## src/tlfs_params.svh

```systemverilog
/*
  offsets, field positions, reset values and the clock period for the
  travel limit and fault status block.
  assumes inclusion by bare name from the block's design files.
*/
`ifndef TLFS_PARAMS_SVH
`define TLFS_PARAMS_SVH

// clock
`define TLFS_CLK_PERIOD_NS 10

// register byte offsets on the bus
`define TLFS_ADDR_W 8
`define TLFS_OFS_STATUS 8'h00
`define TLFS_OFS_COMMAND 8'h04
`define TLFS_OFS_IO_STATE 8'h08

// command register fields
`define TLFS_CMD_OP_LSB 0
`define TLFS_CMD_OP_MSB 1
`define TLFS_CMD_IDX_LSB 4
`define TLFS_CMD_IDX_MSB 6
`define TLFS_CMD_WORD_LSB 8
`define TLFS_CMD_WORD_MSB 11
`define TLFS_LOCAL_WORD 4'h0

// io state register fields
`define TLFS_IOS_LEVEL_LSB 0
`define TLFS_IOS_MASK_LSB 8

// local io
`define TLFS_IO_COUNT 7
`define TLFS_IO_POS_LIMIT 2
`define TLFS_IO_NEG_LIMIT 3
`define TLFS_IO_LEVEL_RESET 7'h7f
`define TLFS_GEN_MASK_RESET 7'h73
`define TLFS_GEN_MASK_ALL 7'h7f

// status word bit positions
`define TLFS_ST_DRIVE_READY 0
`define TLFS_ST_MOTOR_OFF 1
`define TLFS_ST_BUS_VOLT 3
`define TLFS_ST_OVERCURRENT 4
`define TLFS_ST_OVERTEMP 5
`define TLFS_ST_POS_ERROR 6
`define TLFS_ST_RT_TEMP_LIMIT 8
`define TLFS_ST_DERR_LIMIT 9
`define TLFS_ST_POS_EN 10
`define TLFS_ST_NEG_EN 11
`define TLFS_ST_POS_HIST 12
`define TLFS_ST_NEG_HIST 13
`define TLFS_ST_POS_ASSERT 14
`define TLFS_ST_NEG_ASSERT 15
`define TLFS_STATUS_RESET 16'h0000

// sticky flag vector layout
`define TLFS_STICKY_COUNT 6
`define TLFS_SK_POS_HIST 0
`define TLFS_SK_NEG_HIST 1
`define TLFS_SK_BUS_VOLT 2
`define TLFS_SK_OVERCURRENT 3
`define TLFS_SK_OVERTEMP 4
`define TLFS_SK_POS_ERROR 5
`define TLFS_STICKY_RESET 6'h00

`endif

```

## src/tlfs_pkg.sv

```systemverilog
/*
  types for the travel limit and fault status block.
  assumes tlfs_params.svh is on the include path.
*/
`include "tlfs_params.svh"

package tlfs_pkg;

  typedef logic [15:0] tlfs_status_t;

  typedef enum logic [1:0] {
    TLFS_BUS_IDLE = 2'h0,
    TLFS_BUS_ACK = 2'h1
  } tlfs_bus_state_t;

  typedef enum logic [1:0] {
    TLFS_CMD_NONE = 2'h0,
    TLFS_CMD_IO_BIT = 2'h1,
    TLFS_CMD_IO_WORD = 2'h2,
    TLFS_CMD_CLEAR_FLAGS = 2'h3
  } tlfs_cmd_t;

endpackage

```

## src/tlfs_pin_sync.sv

```systemverilog
/*
  three-stage synchroniser with agreement filter for the local io pins.
  assumes pins are asynchronous to ref_clk_in; a change is taken once
  the second and third stages agree.
*/
`timescale 1ns/100ps
`default_nettype none
`include "tlfs_params.svh"

module tlfs_pin_sync (
  input wire logic ref_clk_in,
  input wire logic resetn_in,
  input wire logic [`TLFS_IO_COUNT-1:0] pin_in,
  output logic [`TLFS_IO_COUNT-1:0] level_out
);
  import tlfs_pkg::*;

  localparam logic [`TLFS_IO_COUNT-1:0] LEVEL_RESET = `TLFS_IO_LEVEL_RESET;

  genvar gi;
  generate
    for (gi = 0; gi < `TLFS_IO_COUNT; gi = gi + 1) begin : g_bit
      logic s1;
      logic s2;
      logic s3;
      logic lvl;
      logic next_lvl;

      always_comb begin
        next_lvl = lvl;
        if (s2 == s3) begin
          next_lvl = s3;
        end
      end

      always_ff @(posedge ref_clk_in or negedge resetn_in) begin
        if (!resetn_in) begin
          s1 <= LEVEL_RESET[gi];
          s2 <= LEVEL_RESET[gi];
          s3 <= LEVEL_RESET[gi];
          lvl <= LEVEL_RESET[gi];
        end else begin
          s1 <= pin_in[gi];
          s2 <= s1;
          s3 <= s2;
          lvl <= next_lvl;
        end
      end

      assign level_out[gi] = lvl;
    end
  endgenerate

endmodule // tlfs_pin_sync
`default_nettype wire

```

## src/tlfs_sticky_bits.sv

```systemverilog
/*
  sticky flag bank: each bit sets on its event and holds until cleared.
  assumes set and clear are on ref_clk_in; a set in the clear cycle wins.
*/
`timescale 1ns/100ps
`default_nettype none
`include "tlfs_params.svh"

module tlfs_sticky_bits (
  input wire logic ref_clk_in,
  input wire logic resetn_in,
  input wire logic [`TLFS_STICKY_COUNT-1:0] set_in,
  input wire logic clear_in,
  output logic [`TLFS_STICKY_COUNT-1:0] flag_out
);
  import tlfs_pkg::*;

  localparam logic [`TLFS_STICKY_COUNT-1:0] FLAG_RESET = `TLFS_STICKY_RESET;

  genvar gi;
  generate
    for (gi = 0; gi < `TLFS_STICKY_COUNT; gi = gi + 1) begin : g_bit
      logic flag;
      logic next_flag;

      always_comb begin
        next_flag = (flag & ~clear_in) | set_in[gi];
      end

      always_ff @(posedge ref_clk_in or negedge resetn_in) begin
        if (!resetn_in) begin
          flag <= FLAG_RESET[gi];
        end else begin
          flag <= next_flag;
        end
      end

      assign flag_out[gi] = flag;
    end
  endgenerate

endmodule // tlfs_sticky_bits
`default_nettype wire

```

## src/tlfs_top.sv

```systemverilog
/*
  travel limit and fault status block: status word, limit release and
  flag clear commands, reached over a classic wishbone slave.
  assumes fault inputs come from drive logic on ref_clk_in and local io
  pins are asynchronous; an open limit pin reads high.
*/
`timescale 1ns/100ps
`default_nettype none
`include "tlfs_params.svh"

module tlfs_top (
  input wire logic ref_clk_in,
  input wire logic resetn_in,
  input wire logic wb_cyc_in,
  input wire logic wb_stb_in,
  input wire logic wb_we_in,
  input wire logic [`TLFS_ADDR_W-1:0] wb_adr_in,
  input wire logic [3:0] wb_sel_in,
  input wire logic [31:0] wb_dat_in,
  output logic [31:0] wb_dat_out,
  output logic wb_ack_out,
  input wire logic [`TLFS_IO_COUNT-1:0] io_pin_in,
  input wire logic drive_ready_in,
  input wire logic motor_off_flag_in,
  input wire logic bus_voltage_fault_in,
  input wire logic overcurrent_in,
  input wire logic overtemperature_flag_in,
  input wire logic position_error_flag_in,
  input wire logic rt_temp_limit_in,
  input wire logic derr_limit_in,
  output logic [`TLFS_IO_COUNT-1:0] general_use_mask_out,
  output logic pos_limit_asserted_flag_out,
  output logic neg_limit_asserted_flag_out,
  output tlfs_pkg::tlfs_status_t status_word_out
);
  import tlfs_pkg::*;

  localparam logic [`TLFS_IO_COUNT-1:0] GEN_MASK_RESET = `TLFS_GEN_MASK_RESET;
  localparam logic [`TLFS_IO_COUNT-1:0] GEN_MASK_ALL = `TLFS_GEN_MASK_ALL;
  localparam logic [2:0] IO_IDX_LAST = 3'h6;

  // bus slave state
  tlfs_bus_state_t state;
  tlfs_bus_state_t next_state;
  logic ack;
  logic next_ack;
  logic [31:0] rdata;
  logic [31:0] next_rdata;

  // command decode
  logic cmd_write;
  tlfs_cmd_t cmd_op;
  logic [2:0] cmd_idx;
  logic [3:0] cmd_word;
  logic clear_flags;

  // io and limit state
  logic [`TLFS_IO_COUNT-1:0] io_level;
  logic [`TLFS_IO_COUNT-1:0] gen_mask;
  logic [`TLFS_IO_COUNT-1:0] next_gen_mask;
  logic pos_en;
  logic neg_en;
  logic pos_assert;
  logic neg_assert;

  // sticky flags and status
  logic [`TLFS_STICKY_COUNT-1:0] sticky_set;
  logic [`TLFS_STICKY_COUNT-1:0] sticky;
  tlfs_status_t status;
  tlfs_status_t next_status;

  tlfs_pin_sync u_pin_sync (
    .ref_clk_in(ref_clk_in),
    .resetn_in(resetn_in),
    .pin_in(io_pin_in),
    .level_out(io_level)
  );

  // bus slave: ack one cycle after the request is seen
  always_comb begin
    next_state = state;
    next_ack = 1'b0;
    next_rdata = rdata;
    case (state)
      TLFS_BUS_IDLE: begin
        if (wb_cyc_in && wb_stb_in) begin
          next_state = TLFS_BUS_ACK;
          next_ack = 1'b1;
          next_rdata = 32'h0000_0000;
          if (!wb_we_in) begin
            case (wb_adr_in)
              `TLFS_OFS_STATUS: begin
                next_rdata = {16'h0000, status};
              end
              `TLFS_OFS_IO_STATE: begin
                next_rdata[`TLFS_IOS_LEVEL_LSB +: `TLFS_IO_COUNT] = io_level;
                next_rdata[`TLFS_IOS_MASK_LSB +: `TLFS_IO_COUNT] = gen_mask;
              end
              default: begin
                next_rdata = 32'h0000_0000;
              end
            endcase
          end
        end
      end
      TLFS_BUS_ACK: begin
        next_state = TLFS_BUS_IDLE;
        next_ack = 1'b0;
      end
      default: begin
        next_state = TLFS_BUS_IDLE;
        next_ack = 1'b0;
      end
    endcase
  end

  always_ff @(posedge ref_clk_in or negedge resetn_in) begin
    if (!resetn_in) begin
      state <= TLFS_BUS_IDLE;
      ack <= 1'b0;
      rdata <= 32'h0000_0000;
    end else begin
      state <= next_state;
      ack <= next_ack;
      rdata <= next_rdata;
    end
  end

  assign wb_ack_out = ack;
  assign wb_dat_out = rdata;

  // command acts at the edge where the master samples ack
  always_comb begin
    cmd_write = (state == TLFS_BUS_ACK) && wb_cyc_in && wb_stb_in && wb_we_in
      && (wb_adr_in == `TLFS_OFS_COMMAND) && wb_sel_in[0];
    cmd_op = tlfs_cmd_t'(wb_dat_in[`TLFS_CMD_OP_MSB:`TLFS_CMD_OP_LSB]);
    cmd_idx = wb_dat_in[`TLFS_CMD_IDX_MSB:`TLFS_CMD_IDX_LSB];
    cmd_word = `TLFS_LOCAL_WORD;
    if (wb_sel_in[1]) begin
      cmd_word = wb_dat_in[`TLFS_CMD_WORD_MSB:`TLFS_CMD_WORD_LSB];
    end
    clear_flags = cmd_write && (cmd_op == TLFS_CMD_CLEAR_FLAGS);
  end

  // general-use mask; a released io stays released until reset
  always_comb begin
    next_gen_mask = gen_mask;
    if (cmd_write && (cmd_op == TLFS_CMD_IO_BIT) && (cmd_idx <= IO_IDX_LAST)) begin
      next_gen_mask[cmd_idx] = 1'b1;
    end
    if (cmd_write && (cmd_op == TLFS_CMD_IO_WORD) && (cmd_word == `TLFS_LOCAL_WORD)) begin
      next_gen_mask = GEN_MASK_ALL;
    end
  end

  always_ff @(posedge ref_clk_in or negedge resetn_in) begin
    if (!resetn_in) begin
      gen_mask <= GEN_MASK_RESET;
    end else begin
      gen_mask <= next_gen_mask;
    end
  end

  assign general_use_mask_out = gen_mask;

  // limit function and its live state
  always_comb begin
    pos_en = ~gen_mask[`TLFS_IO_POS_LIMIT];
    neg_en = ~gen_mask[`TLFS_IO_NEG_LIMIT];
    pos_assert = pos_en & io_level[`TLFS_IO_POS_LIMIT];
    neg_assert = neg_en & io_level[`TLFS_IO_NEG_LIMIT];
  end

  // latched records of limits and drive faults
  always_comb begin
    sticky_set = '0;
    sticky_set[`TLFS_SK_POS_HIST] = pos_assert;
    sticky_set[`TLFS_SK_NEG_HIST] = neg_assert;
    sticky_set[`TLFS_SK_BUS_VOLT] = bus_voltage_fault_in;
    sticky_set[`TLFS_SK_OVERCURRENT] = overcurrent_in;
    sticky_set[`TLFS_SK_OVERTEMP] = overtemperature_flag_in;
    sticky_set[`TLFS_SK_POS_ERROR] = position_error_flag_in;
  end

  tlfs_sticky_bits u_sticky (
    .ref_clk_in(ref_clk_in),
    .resetn_in(resetn_in),
    .set_in(sticky_set),
    .clear_in(clear_flags),
    .flag_out(sticky)
  );

  // status word assembly
  always_comb begin
    next_status = `TLFS_STATUS_RESET;
    next_status[`TLFS_ST_DRIVE_READY] = drive_ready_in;
    next_status[`TLFS_ST_MOTOR_OFF] = motor_off_flag_in;
    next_status[`TLFS_ST_BUS_VOLT] = sticky[`TLFS_SK_BUS_VOLT];
    next_status[`TLFS_ST_OVERCURRENT] = sticky[`TLFS_SK_OVERCURRENT];
    next_status[`TLFS_ST_OVERTEMP] = sticky[`TLFS_SK_OVERTEMP];
    next_status[`TLFS_ST_POS_ERROR] = sticky[`TLFS_SK_POS_ERROR];
    next_status[`TLFS_ST_RT_TEMP_LIMIT] = rt_temp_limit_in;
    next_status[`TLFS_ST_DERR_LIMIT] = derr_limit_in;
    next_status[`TLFS_ST_POS_EN] = pos_en;
    next_status[`TLFS_ST_NEG_EN] = neg_en;
    next_status[`TLFS_ST_POS_HIST] = sticky[`TLFS_SK_POS_HIST];
    next_status[`TLFS_ST_NEG_HIST] = sticky[`TLFS_SK_NEG_HIST];
    next_status[`TLFS_ST_POS_ASSERT] = pos_assert;
    next_status[`TLFS_ST_NEG_ASSERT] = neg_assert;
  end

  always_ff @(posedge ref_clk_in or negedge resetn_in) begin
    if (!resetn_in) begin
      status <= `TLFS_STATUS_RESET;
    end else begin
      status <= next_status;
    end
  end

  assign status_word_out = status;
  assign pos_limit_asserted_flag_out = status[`TLFS_ST_POS_ASSERT];
  assign neg_limit_asserted_flag_out = status[`TLFS_ST_NEG_ASSERT];

endmodule // tlfs_top
`default_nettype wire

```

## config.mk

```make
export PLATFORM = sky130hd
export DESIGN_NAME = tlfs_top
export DESIGN_NICKNAME = d
export VERILOG_FILES = /design/src/tlfs_pkg.sv /design/src/tlfs_pin_sync.sv /design/src/tlfs_sticky_bits.sv /design/src/tlfs_top.sv
export VERILOG_INCLUDE_DIRS = /design/src /design/src/src
export SDC_FILE = /design/constraint.sdc
export NUM_CORES = 1
export LEC_CHECK = 0
export BUFFER_PORTS_ARGS = -buffer_cell sky130_fd_sc_hd__buf_2
export CORE_MARGIN = 2
export CORE_UTILIZATION = 45
export DETAILED_ROUTE_END_ITERATION = 8
export PLACE_DENSITY = 0.8
export SETUP_SLACK_MARGIN = 0.1
export SYNTH_ARGS = -nofsm -noshare
export SYNTH_HDL_FRONTEND = slang
export SYNTH_SLANG_ARGS = --single-unit
export TNS_END_PERCENT = 100
```

## constraint.sdc

```tcl
create_clock -name ref_clk_in -period 3.14 [get_ports ref_clk_in]
set_clock_uncertainty 0.15 [all_clocks]
set_input_delay 0.314 -clock ref_clk_in [delete_from_list [all_inputs] [get_ports ref_clk_in]]
set_output_delay 0.314 -clock ref_clk_in [all_outputs]
set_load 0.01 [all_outputs]
```

# Word level (Yosys, flattened, before mapping)
# Index checks and enable logic that the tools add are counted.
[op_classes]
magnitude_cmp = 3
n_eq_ne = 14
mux = 13
bitwise_logic = 18
n_reduce_logical = 17
[ops]
columns = ["operator", "count"]
rows = [
  ["7-bit one-hot mux with 2 select lines", 2],
  ["16-bit 2-to-1 mux", 1],
  ["7-bit 2-to-1 mux", 2],
  ["1-bit logical AND", 12],
  ["1-bit AND", 8],
  ["8-bit by 3-bit equality test with 1-bit output (second input constant)", 1],
  ["8-bit by 4-bit equality test with 1-bit output (second input constant)", 1],
  ["8-bit logical NOT", 1],
  ["1-bit equality test", 7],
  ["7-bit OR", 1],
  ["1-bit OR", 6],
  ["2-bit by 1-bit equality test with 1-bit output (second input constant)", 2],
  ["2-bit equality test (second input constant)", 2],
  ["4-bit logical NOT", 1],
  ["3-bit by 4-bit < comparator with 1-bit output (second input constant)", 1],
  ["1-bit 2-to-1 mux", 4],
  ["2-bit 2-to-1 mux", 2],
  ["4-bit 2-to-1 mux", 1],
  ["1-bit demux with 3-bit select", 1],
  ["3-bit by 1-bit >= comparator with 1-bit output (second input constant)", 1],
  ["3-bit less-or-equal comparator (second input constant)", 1],
  ["1-bit NOT", 3],
  ["2-bit logical NOT", 1],
  ["2-bit inequality test (second input constant)", 1],
  ["other kinds (2)", 2],
]
[word_totals]
ff_bits = 90
output_inout_bits = 58
wordCells = 104

# Logic depth before layout (Yosys ltp)
# Gate-level depths: netlist (run 1).
[logic_depth]
depth_word = 10
depth_mapped = 5

# By module
# Synthesis (run 1) repeated with hierarchy kept, for this count alone.
[unflattened]
cells_unflattened = 191
hier_area_um2 = 2758.9
[by_module_without_submodules]
columns = ["mod", "n_inst", "cells_per_inst", "area_per_inst_um2", "seq_area_each_um2"]
rows = [
  ["tlfs_top", 1, 130, 1647.8, 957.2],
  ["tlfs_pin_sync", 1, 42, 867.1, 735.7],
  ["tlfs_sticky_bits", 1, 19, 244.0, 150.1],
]

# Least setup slack after synthesis (run 1)
# OpenSTA, ideal clock, no wires.
[synth_path]
path_kind = "input to register"
startpoint = "input port wb_adr_in[5]"
endpoint = "register u_sticky.g_bit[0].flag"
setup_ns = 0.118
t_arrival_ns = 1.627
t_required_ns = 2.872
setup_slack_ns = 1.245
path_stages = 4
path_cell_list = "or4_4 > nor4_4 > nand3_2 > a21o_1"
[synth_between]
elab_chain_len = 7
[synth_rtl]
columns = ["item", "line_no", "text"]
rows = [
  ["from (decl)", "tlfs_top.sv:17", "input wire logic [`TLFS_ADDR_W-1:0] wb_adr_in,"],
  ["8-bit by 3-bit equality test with 1-bit output (no line)", "-", ""],
  ["1-bit logical AND (2 in series)", "tlfs_top.sv:134", "cmd_write = (state == TLFS_BUS_ACK) && wb_cyc_in && wb_stb_in && wb_we_in"],
  ["1-bit logical AND", "tlfs_top.sv:142", "clear_flags = cmd_write && (cmd_op == TLFS_CMD_CLEAR_FLAGS);"],
  ["1-bit NOT", "tlfs_sticky_bits.sv:27", "next_flag = (flag & ~clear_in) | set_in[gi];"],
  ["1-bit AND", "tlfs_sticky_bits.sv:27", ""],
  ["1-bit OR", "tlfs_sticky_bits.sv:27", ""],
  ["net u_sticky.g_bit[0].next_flag", "tlfs_sticky_bits.sv:24", "logic next_flag;"],
  ["to (signal assigned)", "tlfs_sticky_bits.sv:32", "flag <= FLAG_RESET[gi];"],
  ["to (signal assigned)", "tlfs_sticky_bits.sv:34", "flag <= next_flag;"],
  ["to (decl)", "tlfs_sticky_bits.sv:23", "logic flag;"],
]
# The timed path passes the listed nets, and every way through them passes these cells.
# A chain may end at the register's enable or synchronous reset.

# Worst setup path after layout (run 1)
[layout_path]
startpoint = "input port wb_adr_in[5]"
endpoint = "register gen_mask[5] (netlist: general_use_mask_out[5])"
[layout_between]
elab_chain_len = 6
[layout_rtl]
columns = ["item", "line_no", "text"]
rows = [
  ["8-bit by 3-bit equality test with 1-bit output (no line) *", "-", ""],
  ["1-bit logical AND * (2 in series)", "tlfs_top.sv:134", ""],
  ["1-bit logical AND (on tied branches) (2 in series)", "tlfs_top.sv:151, tlfs_top.sv:148", ""],
  ["7-bit 2-to-1 mux / 2-bit nonzero test (equally long branches)", "-", ""],
  ["to (signal assigned)", "tlfs_top.sv:160", "gen_mask <= next_gen_mask;"],
  ["to (decl)", "tlfs_top.sv:59", "logic [`TLFS_IO_COUNT-1:0] gen_mask;"],
]
# Mark *: on every way between the ends. The rest lies on a longest branch, timed or not.

==> flow_summary.html, run 1 <==
<table>
<tr><th>Metric</th><th>Value</th></tr>
<tr><th colspan="2">Timing</th></tr>
<tr><td>Fmax</td><td>0.538 GHz</td></tr>
<tr><td>Final Max Tran Viols</td><td>0</td></tr>
<tr><td>Worst relative slew slack</td><td>43.1%</td></tr>
<tr><td>Final Hold Slack</td><td>0.105 ns</td></tr>
<tr><td>Final hold violation count</td><td>0</td></tr>
<tr><td>Setup repair after global routing missed its margin</td><td>no</td></tr>
<tr><td>Slew @ Worst Pin</td><td>0.853 ns</td></tr>
<tr><td>Final setup fails</td><td>0</td></tr>
<tr><td>Final worst setup slack</td><td>1.28 ns</td></tr>
<tr><td>Final setup TNS</td><td>0 ns</td></tr>
<tr><td>Minimum period implied by the final worst setup slack</td><td>1.86 ns</td></tr>
<tr><td>Crit share post-route</td><td>59.2%</td></tr>
<tr><th colspan="2">Global route</th></tr>
<tr><td>Vias in the first global route</td><td>1,744</td></tr>
<tr><td>Total grt overflow</td><td>0</td></tr>
<tr><td>First-pass GRT wire length</td><td>8160 um</td></tr>
<tr><td>Peak-usage layer in the global routing report</td><td>met2</td></tr>
<tr><td>Pin count of the biggest net entering global routing</td><td>73</td></tr>
<tr><td>Total track usage</td><td>17.4%</td></tr>
<tr><td>Met1 layer usage reported by global route</td><td>20.4%</td></tr>
<tr><td>Number of antenna violations at the first check in global routing</td><td>0</td></tr>
<tr><td>GR met3 Demand/Resource</td><td>5.73%</td></tr>
<tr><td>Met2 usage in global routing</td><td>28.1%</td></tr>
<tr><th colspan="2">Power</th></tr>
<tr><td>Total power per unit cell area</td><td>574 nW/um^2</td></tr>
<tr><td>Static power due to leakage</td><td>1.75 nW</td></tr>
<tr><td>Max rail drop VDD</td><td>0.358 mV</td></tr>
<tr><th colspan="2">Yosys</th></tr>
<tr><td>Proportion of synthesized chip area in sequential cells</td><td>69.6%</td></tr>
<tr><td>Flip-flop and latch count after synthesis</td><td>72</td></tr>
<tr><td>Top post-synthesis cells by area</td><td>sky130_fd_sc_hd__dfrtp_1 (37%), sky130_fd_sc_hd__dfstp_2 (33%), sky130_fd_sc_hd__buf_4 (6.5%)</td></tr>
<tr><td>Post-synth cell types</td><td>28</td></tr>
<tr><td>Instance count of the mapped netlist</td><td>190</td></tr>
<tr><td>Leading area contributor after synthesis</td><td>sky130_fd_sc_hd__dfrtp_1</td></tr>
<tr><td>Proportion of netlist area held by the largest area contributor</td><td>36.9%</td></tr>
<tr><td>Number of enable-type register cells in the synthesized netlist</td><td>0</td></tr>
<tr><td>Netlist area before placement</td><td>2650 um^2</td></tr>
<tr><td>Synth async-reset ratio</td><td>100%</td></tr>
<tr><td>Ranking of synthesized cells by instance count</td><td>sky130_fd_sc_hd__dfrtp_1 (39), sky130_fd_sc_hd__dfstp_2 (33), sky130_fd_sc_hd__nand2_1 (31)</td></tr>
<tr><td>Synth warn</td><td>0</td></tr>
<tr><td>Most used standard cell by instance count after synthesis</td><td>sky130_fd_sc_hd__dfrtp_1</td></tr>
<tr><td>Avg Cell Area, Syn</td><td>13.9 um^2</td></tr>
<tr><td>Dominant register cell in the synthesized netlist</td><td>sky130_fd_sc_hd__dfrtp_1</td></tr>
<tr><th colspan="2">Setup path</th></tr>
<tr><td>Critical Path End Type</td><td>flop</td></tr>
<tr><td>Maximum fanout encountered on the critical timing path</td><td>4</td></tr>
<tr><td>Start-to-end type of the worst setup path</td><td>input pin to flop</td></tr>
<tr><td>Setup slack of the worst register-to-register path</td><td>1.32 ns</td></tr>
<tr><td>Critical Path Source Type</td><td>input pin</td></tr>
<tr><td>Endpoint required time on the critical path</td><td>3.26 ns</td></tr>
<tr><td>Worst EP arrival</td><td>1.98 ns</td></tr>
<tr><th colspan="2">Clocking</th></tr>
<tr><td>Source-to-sink clock delay at the later pin of the worst-skew pair</td><td>0.34 ns</td></tr>
<tr><td>Clock Pin Slew Worst Setup and Hold Paths</td><td>0.07 ns</td></tr>
<tr><td>CTS root buffer</td><td>sky130_fd_sc_hd__clkbuf_8</td></tr>
<tr><td>Clock buffer count from CTS</td><td>9</td></tr>
<tr><td>Worst-case clock buffer depth</td><td>2</td></tr>
<tr><td>CTS tree</td><td>built</td></tr>
<tr><td>H-Tree Depth</td><td>3</td></tr>
<tr><td>Resized cells post-CTS</td><td>0</td></tr>
<tr><td>Total number of clock tree sinks</td><td>72</td></tr>
<tr><th colspan="2">Route</th></tr>
<tr><td>Number of DRC violations after detailed-routing iteration 0</td><td>117</td></tr>
<tr><td>WL per Instance</td><td>13.9 um</td></tr>
<tr><td>Drt via density</td><td>4.82</td></tr>
<tr><td>Overall routed net length</td><td>5110 um</td></tr>
<tr><td>Number of nets with antenna violations after detailed routing</td><td>0</td></tr>
<tr><td>Routed via count</td><td>1,772</td></tr>
<tr><td>Residual DRC count</td><td>0</td></tr>
<tr><td>Length of the first detailed-routing pass in iterations</td><td>4</td></tr>
<tr><th colspan="2">Floorplanning</th></tr>
<tr><td>Number of placement rows</td><td>27</td></tr>
<tr><td>Core area</td><td>5610 um^2</td></tr>
<tr><td>Die width</td><td>80.7 um</td></tr>
<tr><td>Effective utilization at floorplan</td><td>47.2%</td></tr>
<tr><td>Die ar.</td><td>6510 um^2</td></tr>
<tr><td>Die height</td><td>80.7 um</td></tr>
<tr><td>Number of top-level pins</td><td>122</td></tr>
<tr><th colspan="2">Place</th></tr>
<tr><td>Worst setup slack before clock tree synthesis</td><td>0.956 ns</td></tr>
<tr><td>IO buf count</td><td>77</td></tr>
<tr><td>Half-perimeter wire length of the detailed placement result</td><td>3480 um</td></tr>
<tr><td>Gp weighted congestion</td><td>0.789</td></tr>
<tr><th colspan="2">Worst hold path</th></tr>
<tr><td>Class of the most critical hold timing path</td><td>input pin to flop</td></tr>
<tr><th colspan="2">Cells and area</th></tr>
<tr><td>Share of cells above drive strength 1</td><td>46.6%</td></tr>
<tr><td>Post-layout net count</td><td>355</td></tr>
<tr><td>Diode insertion count for antenna repair</td><td>0</td></tr>
<tr><td>Area delta synth-&gt;final</td><td>30.4%</td></tr>
<tr><th colspan="2">Outcome</th></tr>
<tr><td>Status</td><td>finished, final reports clean</td></tr>
<tr><th colspan="2">Job</th></tr>
<tr><td>Total of max-cap violations</td><td>0</td></tr>
</table>
[worst max-delay path, stage by stage]
cell and delay, ns:
sky130_fd_sc_hd__buf_2 0.10, sky130_fd_sc_hd__or4_4 0.59, sky130_fd_sc_hd__nor4_1 0.68, sky130_fd_sc_hd__nand4_1 0.18
sky130_fd_sc_hd__nand3b_1 0.12
[power by group]
group	internal (W)	leakage (nW)	switching, W
logic	0.0000456	0.800	0.0000570
clock network	0.000553	0.123	0.000338
registers	0.000972	0.828	0.0000137
[registers in the layout (all words and copies together), names as in the netlist]
name	cells
wb_dat_out	15
status_word_out	14
general_use_mask_out	7
u_pin_sync.g_bit.lvl	7
u_pin_sync.g_bit.s1	7
u_pin_sync.g_bit.s2	7
u_pin_sync.g_bit.s3	7
u_sticky.g_bit.flag	6
state	1
wb_ack_out	1
[path summary, 6_finish.rpt]
check                                                  from                             endpoint  cells past startpoint
max                                            wb_adr_in[5]  general_use_mask_out[5]$_DFFE_PN1P_                      5
min                                            wb_dat_in[6]  general_use_mask_out[5]$_DFFE_PN1P_                      3
max reg2reg                            state[0]$_DFFE_PN0P_           wb_dat_out[11]$_DFFE_PN0P_                      5
min reg2reg                u_pin_sync.g_bit[4].s1$_DFF_PN1_     u_pin_sync.g_bit[4].s2$_DFF_PN1_                      0
max in group asynchronous                         resetn_in         status_word_out[6]$_DFF_PN0_                      2
min in group asynchronous                         resetn_in     u_sticky.g_bit[2].flag$_DFF_PN0_                      2
[repair_timing]
action                    4_1_cts  5_1_grt
hold buffers                   15        1
buffers inserted                0        0
hold endpoints to repair       53        1
[kinds of logic after synthesis]
family / synth area share (%)
flip-flops: 69.6
AO/OA/AOI/OAI: 7.19
adder cells (fa/ha/maj): 2.65
AND/OR/NAND/NOR: 13.1
other: 0.142
buffers and inverters: 7.23
[layout by cell type (no fill, tap or decap), types with 2 or more instances in the layout]
cell type	n
sky130_fd_sc_hd__a21o_1	6
sky130_fd_sc_hd__a21oi_1	3
sky130_fd_sc_hd__a22o_1	2
sky130_fd_sc_hd__a22oi_1	13
sky130_fd_sc_hd__and3b_1	2
sky130_fd_sc_hd__buf_2	76
sky130_fd_sc_hd__buf_4	4
sky130_fd_sc_hd__bufinv_16	3
sky130_fd_sc_hd__clkbuf_8	10
sky130_fd_sc_hd__conb_1	19
sky130_fd_sc_hd__dfrtp_1	39
sky130_fd_sc_hd__dfstp_2	33
sky130_fd_sc_hd__dlygate4sd3_1	16
sky130_fd_sc_hd__inv_1	4
sky130_fd_sc_hd__maj3_1	7
sky130_fd_sc_hd__nand2_1	31
sky130_fd_sc_hd__nand3_1	4
sky130_fd_sc_hd__nand3b_1	3
sky130_fd_sc_hd__nand4_1	2
sky130_fd_sc_hd__nor2b_1	3
sky130_fd_sc_hd__nor4_4	3
[stage by stage]
stage	instance area (um^2)	util, %	total power [W]	std cells
floorplan	2710	-	0.00105	208
global placement	3040	54.2	0.00109	336
global route	3450	61.5	0.00206	368
detailed placement	3040	54.2	0.00109	336
finish	3450	61.5	0.00198	368
CTS	3440	61.4	0.00200	367
[metal layers]
layer / part of all wire, % / vias up / wire, um
met1: 40 / 869 / 2030
met4: 1.9 / 0 / 97
li1: - / 818 / -
met5: 0 / - / 0
met3: 8.7 / 11 / 447
met2: 50 / 74 / 2540
[area by class of cell]
type,instances,area [um^2]
Multi-Input combinational cell,108,679
Tap cell,72,90.1
Inverter,4,15.0
Clock buffer,10,138
Timing Repair Buffer,96,571
Clock inverter,6,115
Fill cell,448,2160
Sequential cell,72,1840
Note: power is estimated with default switching activity, not from simulation.
==> run 2, diff against run 1 <==
==> constraint.sdc (replaced) <==
create_clock -name ref_clk_in -period 1.9 [get_ports ref_clk_in]
set_clock_uncertainty 0.15 [all_clocks]
set_input_delay 0.19 -clock ref_clk_in [delete_from_list [all_inputs] [get_ports ref_clk_in]]
set_output_delay 0.19 -clock ref_clk_in [all_outputs]
set_load 0.01 [all_outputs]
==> run 2 against run 1 <==
  * Final cell count increased by 3.0%
  * Setup slack worse by 1.1 ns
  * Critical path depth stayed put
==> flow_summary.html, run 2 (synthesis gave the netlist of run 1 again) <==
<table>
<tr><th>Metric</th><th>Value</th></tr>
<tr><th colspan="2">Clocking</th></tr>
<tr><td>Worst-case clock buffer depth</td><td>2</td></tr>
<tr><td>Total number of clock tree sinks</td><td>72</td></tr>
<tr><td>Post-CTS Repair Setup Buffers</td><td>0</td></tr>
<tr><td>Clock buffer count from CTS</td><td>9</td></tr>
<tr><td>Resized cells post-CTS</td><td>0</td></tr>
<tr><td>Clock Pin Slew Worst Setup and Hold Paths</td><td>0.08 ns</td></tr>
<tr><td>CTS tree</td><td>built</td></tr>
<tr><td>Total of hold buffers inserted after clock tree synthesis</td><td>19</td></tr>
<tr><td>CTS root buffer</td><td>sky130_fd_sc_hd__clkbuf_8</td></tr>
<tr><td>H-Tree Depth</td><td>3</td></tr>
<tr><td>Source-to-sink clock delay at the later pin of the worst-skew pair</td><td>0.33 ns</td></tr>
<tr><th colspan="2">Setup path</th></tr>
<tr><td>Start-to-end type of the worst setup path</td><td>flop to flop</td></tr>
<tr><td>Standard cell with the maximum stage delay on the critical path</td><td>sky130_fd_sc_hd__dfrtp_1</td></tr>
<tr><td>Worst EP arrival</td><td>1.83 ns</td></tr>
<tr><td>Crit-path cells</td><td>nand3b_1 &gt; nor4_4 &gt; buf_4 &gt; a22oi_1 &gt; nand2_1</td></tr>
<tr><td>Endpoint required time on the critical path</td><td>2.03 ns</td></tr>
<tr><td>Maximum fanout encountered on the critical timing path</td><td>8</td></tr>
<tr><td>Critical Path End Type</td><td>flop</td></tr>
<tr><td>Critical path's largest stage delay</td><td>0.40 ns</td></tr>
<tr><td>Critical Path Source Type</td><td>flop</td></tr>
<tr><th colspan="2">Route</th></tr>
<tr><td>Length of the first detailed-routing pass in iterations</td><td>4</td></tr>
<tr><td>Number of nets with antenna violations after detailed routing</td><td>0</td></tr>
<tr><td>Routed via count</td><td>1,835</td></tr>
<tr><td>Overall routed net length</td><td>5510 um</td></tr>
<tr><td>Residual DRC count</td><td>0</td></tr>
<tr><td>WL per Instance</td><td>14.5 um</td></tr>
<tr><td>Drt via density</td><td>4.84</td></tr>
<tr><td>Number of DRC violations after detailed-routing iteration 0</td><td>62</td></tr>
<tr><th colspan="2">Timing</th></tr>
<tr><td>Final Max Tran Viols</td><td>0</td></tr>
<tr><td>Fmax</td><td>0.589 GHz</td></tr>
<tr><td>Final setup TNS</td><td>0 ns</td></tr>
<tr><td>Final setup fails</td><td>0</td></tr>
<tr><td>Final worst setup slack</td><td>0.201 ns</td></tr>
<tr><td>Minimum period implied by the final worst setup slack</td><td>1.70 ns</td></tr>
<tr><td>Final hold violation count</td><td>0</td></tr>
<tr><td>Setup repair after global routing missed its margin</td><td>no</td></tr>
<tr><td>Crit share post-route</td><td>89.4%</td></tr>
<tr><th colspan="2">Cells and area</th></tr>
<tr><td>Area delta synth-&gt;final</td><td>32.5%</td></tr>
<tr><td>Final instance area</td><td>3510 um^2</td></tr>
<tr><td>Post-layout net count</td><td>366</td></tr>
<tr><td>Commonest non-fill, non-tap cell in the layout</td><td>sky130_fd_sc_hd__buf_2</td></tr>
<tr><td>Diode insertion count for antenna repair</td><td>0</td></tr>
<tr><td>Share of cells above drive strength 1</td><td>47.2%</td></tr>
<tr><td>Post-Layout Cell Count</td><td>379</td></tr>
<tr><td>Highest-count cells in the layout ignoring fill and taps</td><td>sky130_fd_sc_hd__buf_2 (76), sky130_fd_sc_hd__dfrtp_1 (39), sky130_fd_sc_hd__dfstp_2 (33)</td></tr>
<tr><td>Flip-flop count of the largest register after layout</td><td>15</td></tr>
<tr><th colspan="2">Power</th></tr>
<tr><td>Static power due to leakage</td><td>1.79 nW</td></tr>
<tr><td>Max rail drop VDD</td><td>0.697 mV</td></tr>
<tr><td>Total power per unit cell area</td><td>866 nW/um^2</td></tr>
<tr><th colspan="2">Floorplanning</th></tr>
<tr><td>Core area</td><td>5610 um^2</td></tr>
<tr><td>Die ar.</td><td>6510 um^2</td></tr>
<tr><td>Number of top-level pins</td><td>122</td></tr>
<tr><td>Die width</td><td>80.7 um</td></tr>
<tr><td>Number of placement rows</td><td>27</td></tr>
<tr><td>Effective utilization at floorplan</td><td>47.2%</td></tr>
<tr><td>Die height</td><td>80.7 um</td></tr>
<tr><th colspan="2">Place</th></tr>
<tr><td>Gp weighted congestion</td><td>0.751</td></tr>
<tr><td>IO buf count</td><td>77</td></tr>
<tr><td>Cell area after placement</td><td>3110 um^2</td></tr>
<tr><td>Worst setup slack before clock tree synthesis</td><td>-0.0611 ns</td></tr>
<tr><td># placed instances</td><td>344</td></tr>
<tr><td>Half-perimeter wire length of the detailed placement result</td><td>3830 um</td></tr>
<tr><th colspan="2">Global route</th></tr>
<tr><td>Total track usage</td><td>18.0%</td></tr>
<tr><td>First-pass GRT wire length</td><td>8440 um</td></tr>
<tr><td>Vias in the first global route</td><td>1,804</td></tr>
<tr><td>Number of antenna violations at the first check in global routing</td><td>0</td></tr>
<tr><td>Total grt overflow</td><td>0</td></tr>
<tr><td>Pin count of the biggest net entering global routing</td><td>34</td></tr>
<tr><th colspan="2">Job</th></tr>
<tr><td>Total of max-cap violations</td><td>0</td></tr>
<tr><th colspan="2">Worst hold path</th></tr>
<tr><td>Class of the most critical hold timing path</td><td>input pin to flop</td></tr>
<tr><th colspan="2">Outcome</th></tr>
<tr><td>Status</td><td>finished, final reports clean</td></tr>
</table>
[run 2: cell count changes in the layout (fill, tap and decap cells not counted)]
cell / before / now
sky130_fd_sc_hd__clkinv_2: 0 / 1
sky130_fd_sc_hd__dlygate4sd3_1: 16 / 19
sky130_fd_sc_hd__buf_4: 4 / 11
sky130_fd_sc_hd__bufinv_16: 3 / 1
sky130_fd_sc_hd__clkinv_4: 1 / 0
sky130_fd_sc_hd__clkbuf_8: 10 / 11
sky130_fd_sc_hd__buf_12: 0 / 1
sky130_fd_sc_hd__clkbuf_1: 0 / 1
[run 2: per-layer routing]
layer | global-route usage, % | share of wire, %
met1 | 21.2 | 40
met2 | 29.8 | 51
met3 | 5.39 | 6.4
met4 | 8.81 | 2.4
met5 | 0 | 0
[run 2: path summary, 6_finish.rpt]
| path | from | end | slack, ns | depth (start not counted) |
|---|---|---|---|---|
| max | state[0]$_DFFE_PN0P_ | wb_dat_out[13]$_DFFE_PN0P_ | 0.20 | 5 |
| min in group asynchronous | resetn_in | wb_dat_out[3]$_DFFE_PN0P_ | 0.10 | 2 |
| min reg2reg | u_pin_sync.g_bit[3].s1$_DFF_PN1_ | u_pin_sync.g_bit[3].s2$_DFF_PN1_ | 0.21 | 0 |
| min | wb_dat_in[1] | general_use_mask_out[4]$_DFFE_PN1P_ | 0.06 | 3 |
| max in group asynchronous | resetn_in | u_pin_sync.g_bit[4].s1$_DFF_PN1_ | 0.89 | 3 |
| max reg2reg | state[0]$_DFFE_PN0P_ | wb_dat_out[13]$_DFFE_PN0P_ | 0.20 | 5 |
[run 2: area by class of cell]
cell class / instances / area (um^2)
clock inverter: 4 / 51.3
clock buffer: 12 / 155
tap: 72 / 90.1
timing repair buffer: 107 / 673
multi-input combinational: 108 / 679
inverter: 4 / 15.0
fill: 441 / 2100
sequential: 72 / 1840
[run 2: power by group]
group	total, W	switching [W]	internal (W)
Clock	0.00122	0.000542	0.000681
Sequential	0.00163	0.0000218	0.00161
Combinational	0.000186	0.0000989	0.0000872
Total	0.00304	0.000663	0.00238
[run 2: per-stage QoR]
| stage | total power, W | hold slack (ns) | utilization (%) |
|---|---|---|---|
| 2_1_floorplan | 0.00174 | -0.256 | - |
| 3_3_place_gp | 0.00180 | -0.0983 | 55.5 |
| 3_5_place_dp | 0.00181 | -0.0971 | 55.5 |
| 4_1_cts | 0.00307 | 0.0581 | 62.5 |
| 5_1_grt | 0.00316 | 0.0792 | 62.5 |
| 6_report | 0.00304 | 0.0626 | 62.5 |
[run 2: critical path, delay by kind of cell (launching register included)]
| kind | cells | cell delay [ns] |
|---|---|---|
| AO/OA/AOI/OAI | 1 | 0.10 |
| flip-flops | 1 | 0.40 |
| buffers and inverters | 1 | 0.22 |
| AND/OR/NAND/NOR | 3 | 0.77 |
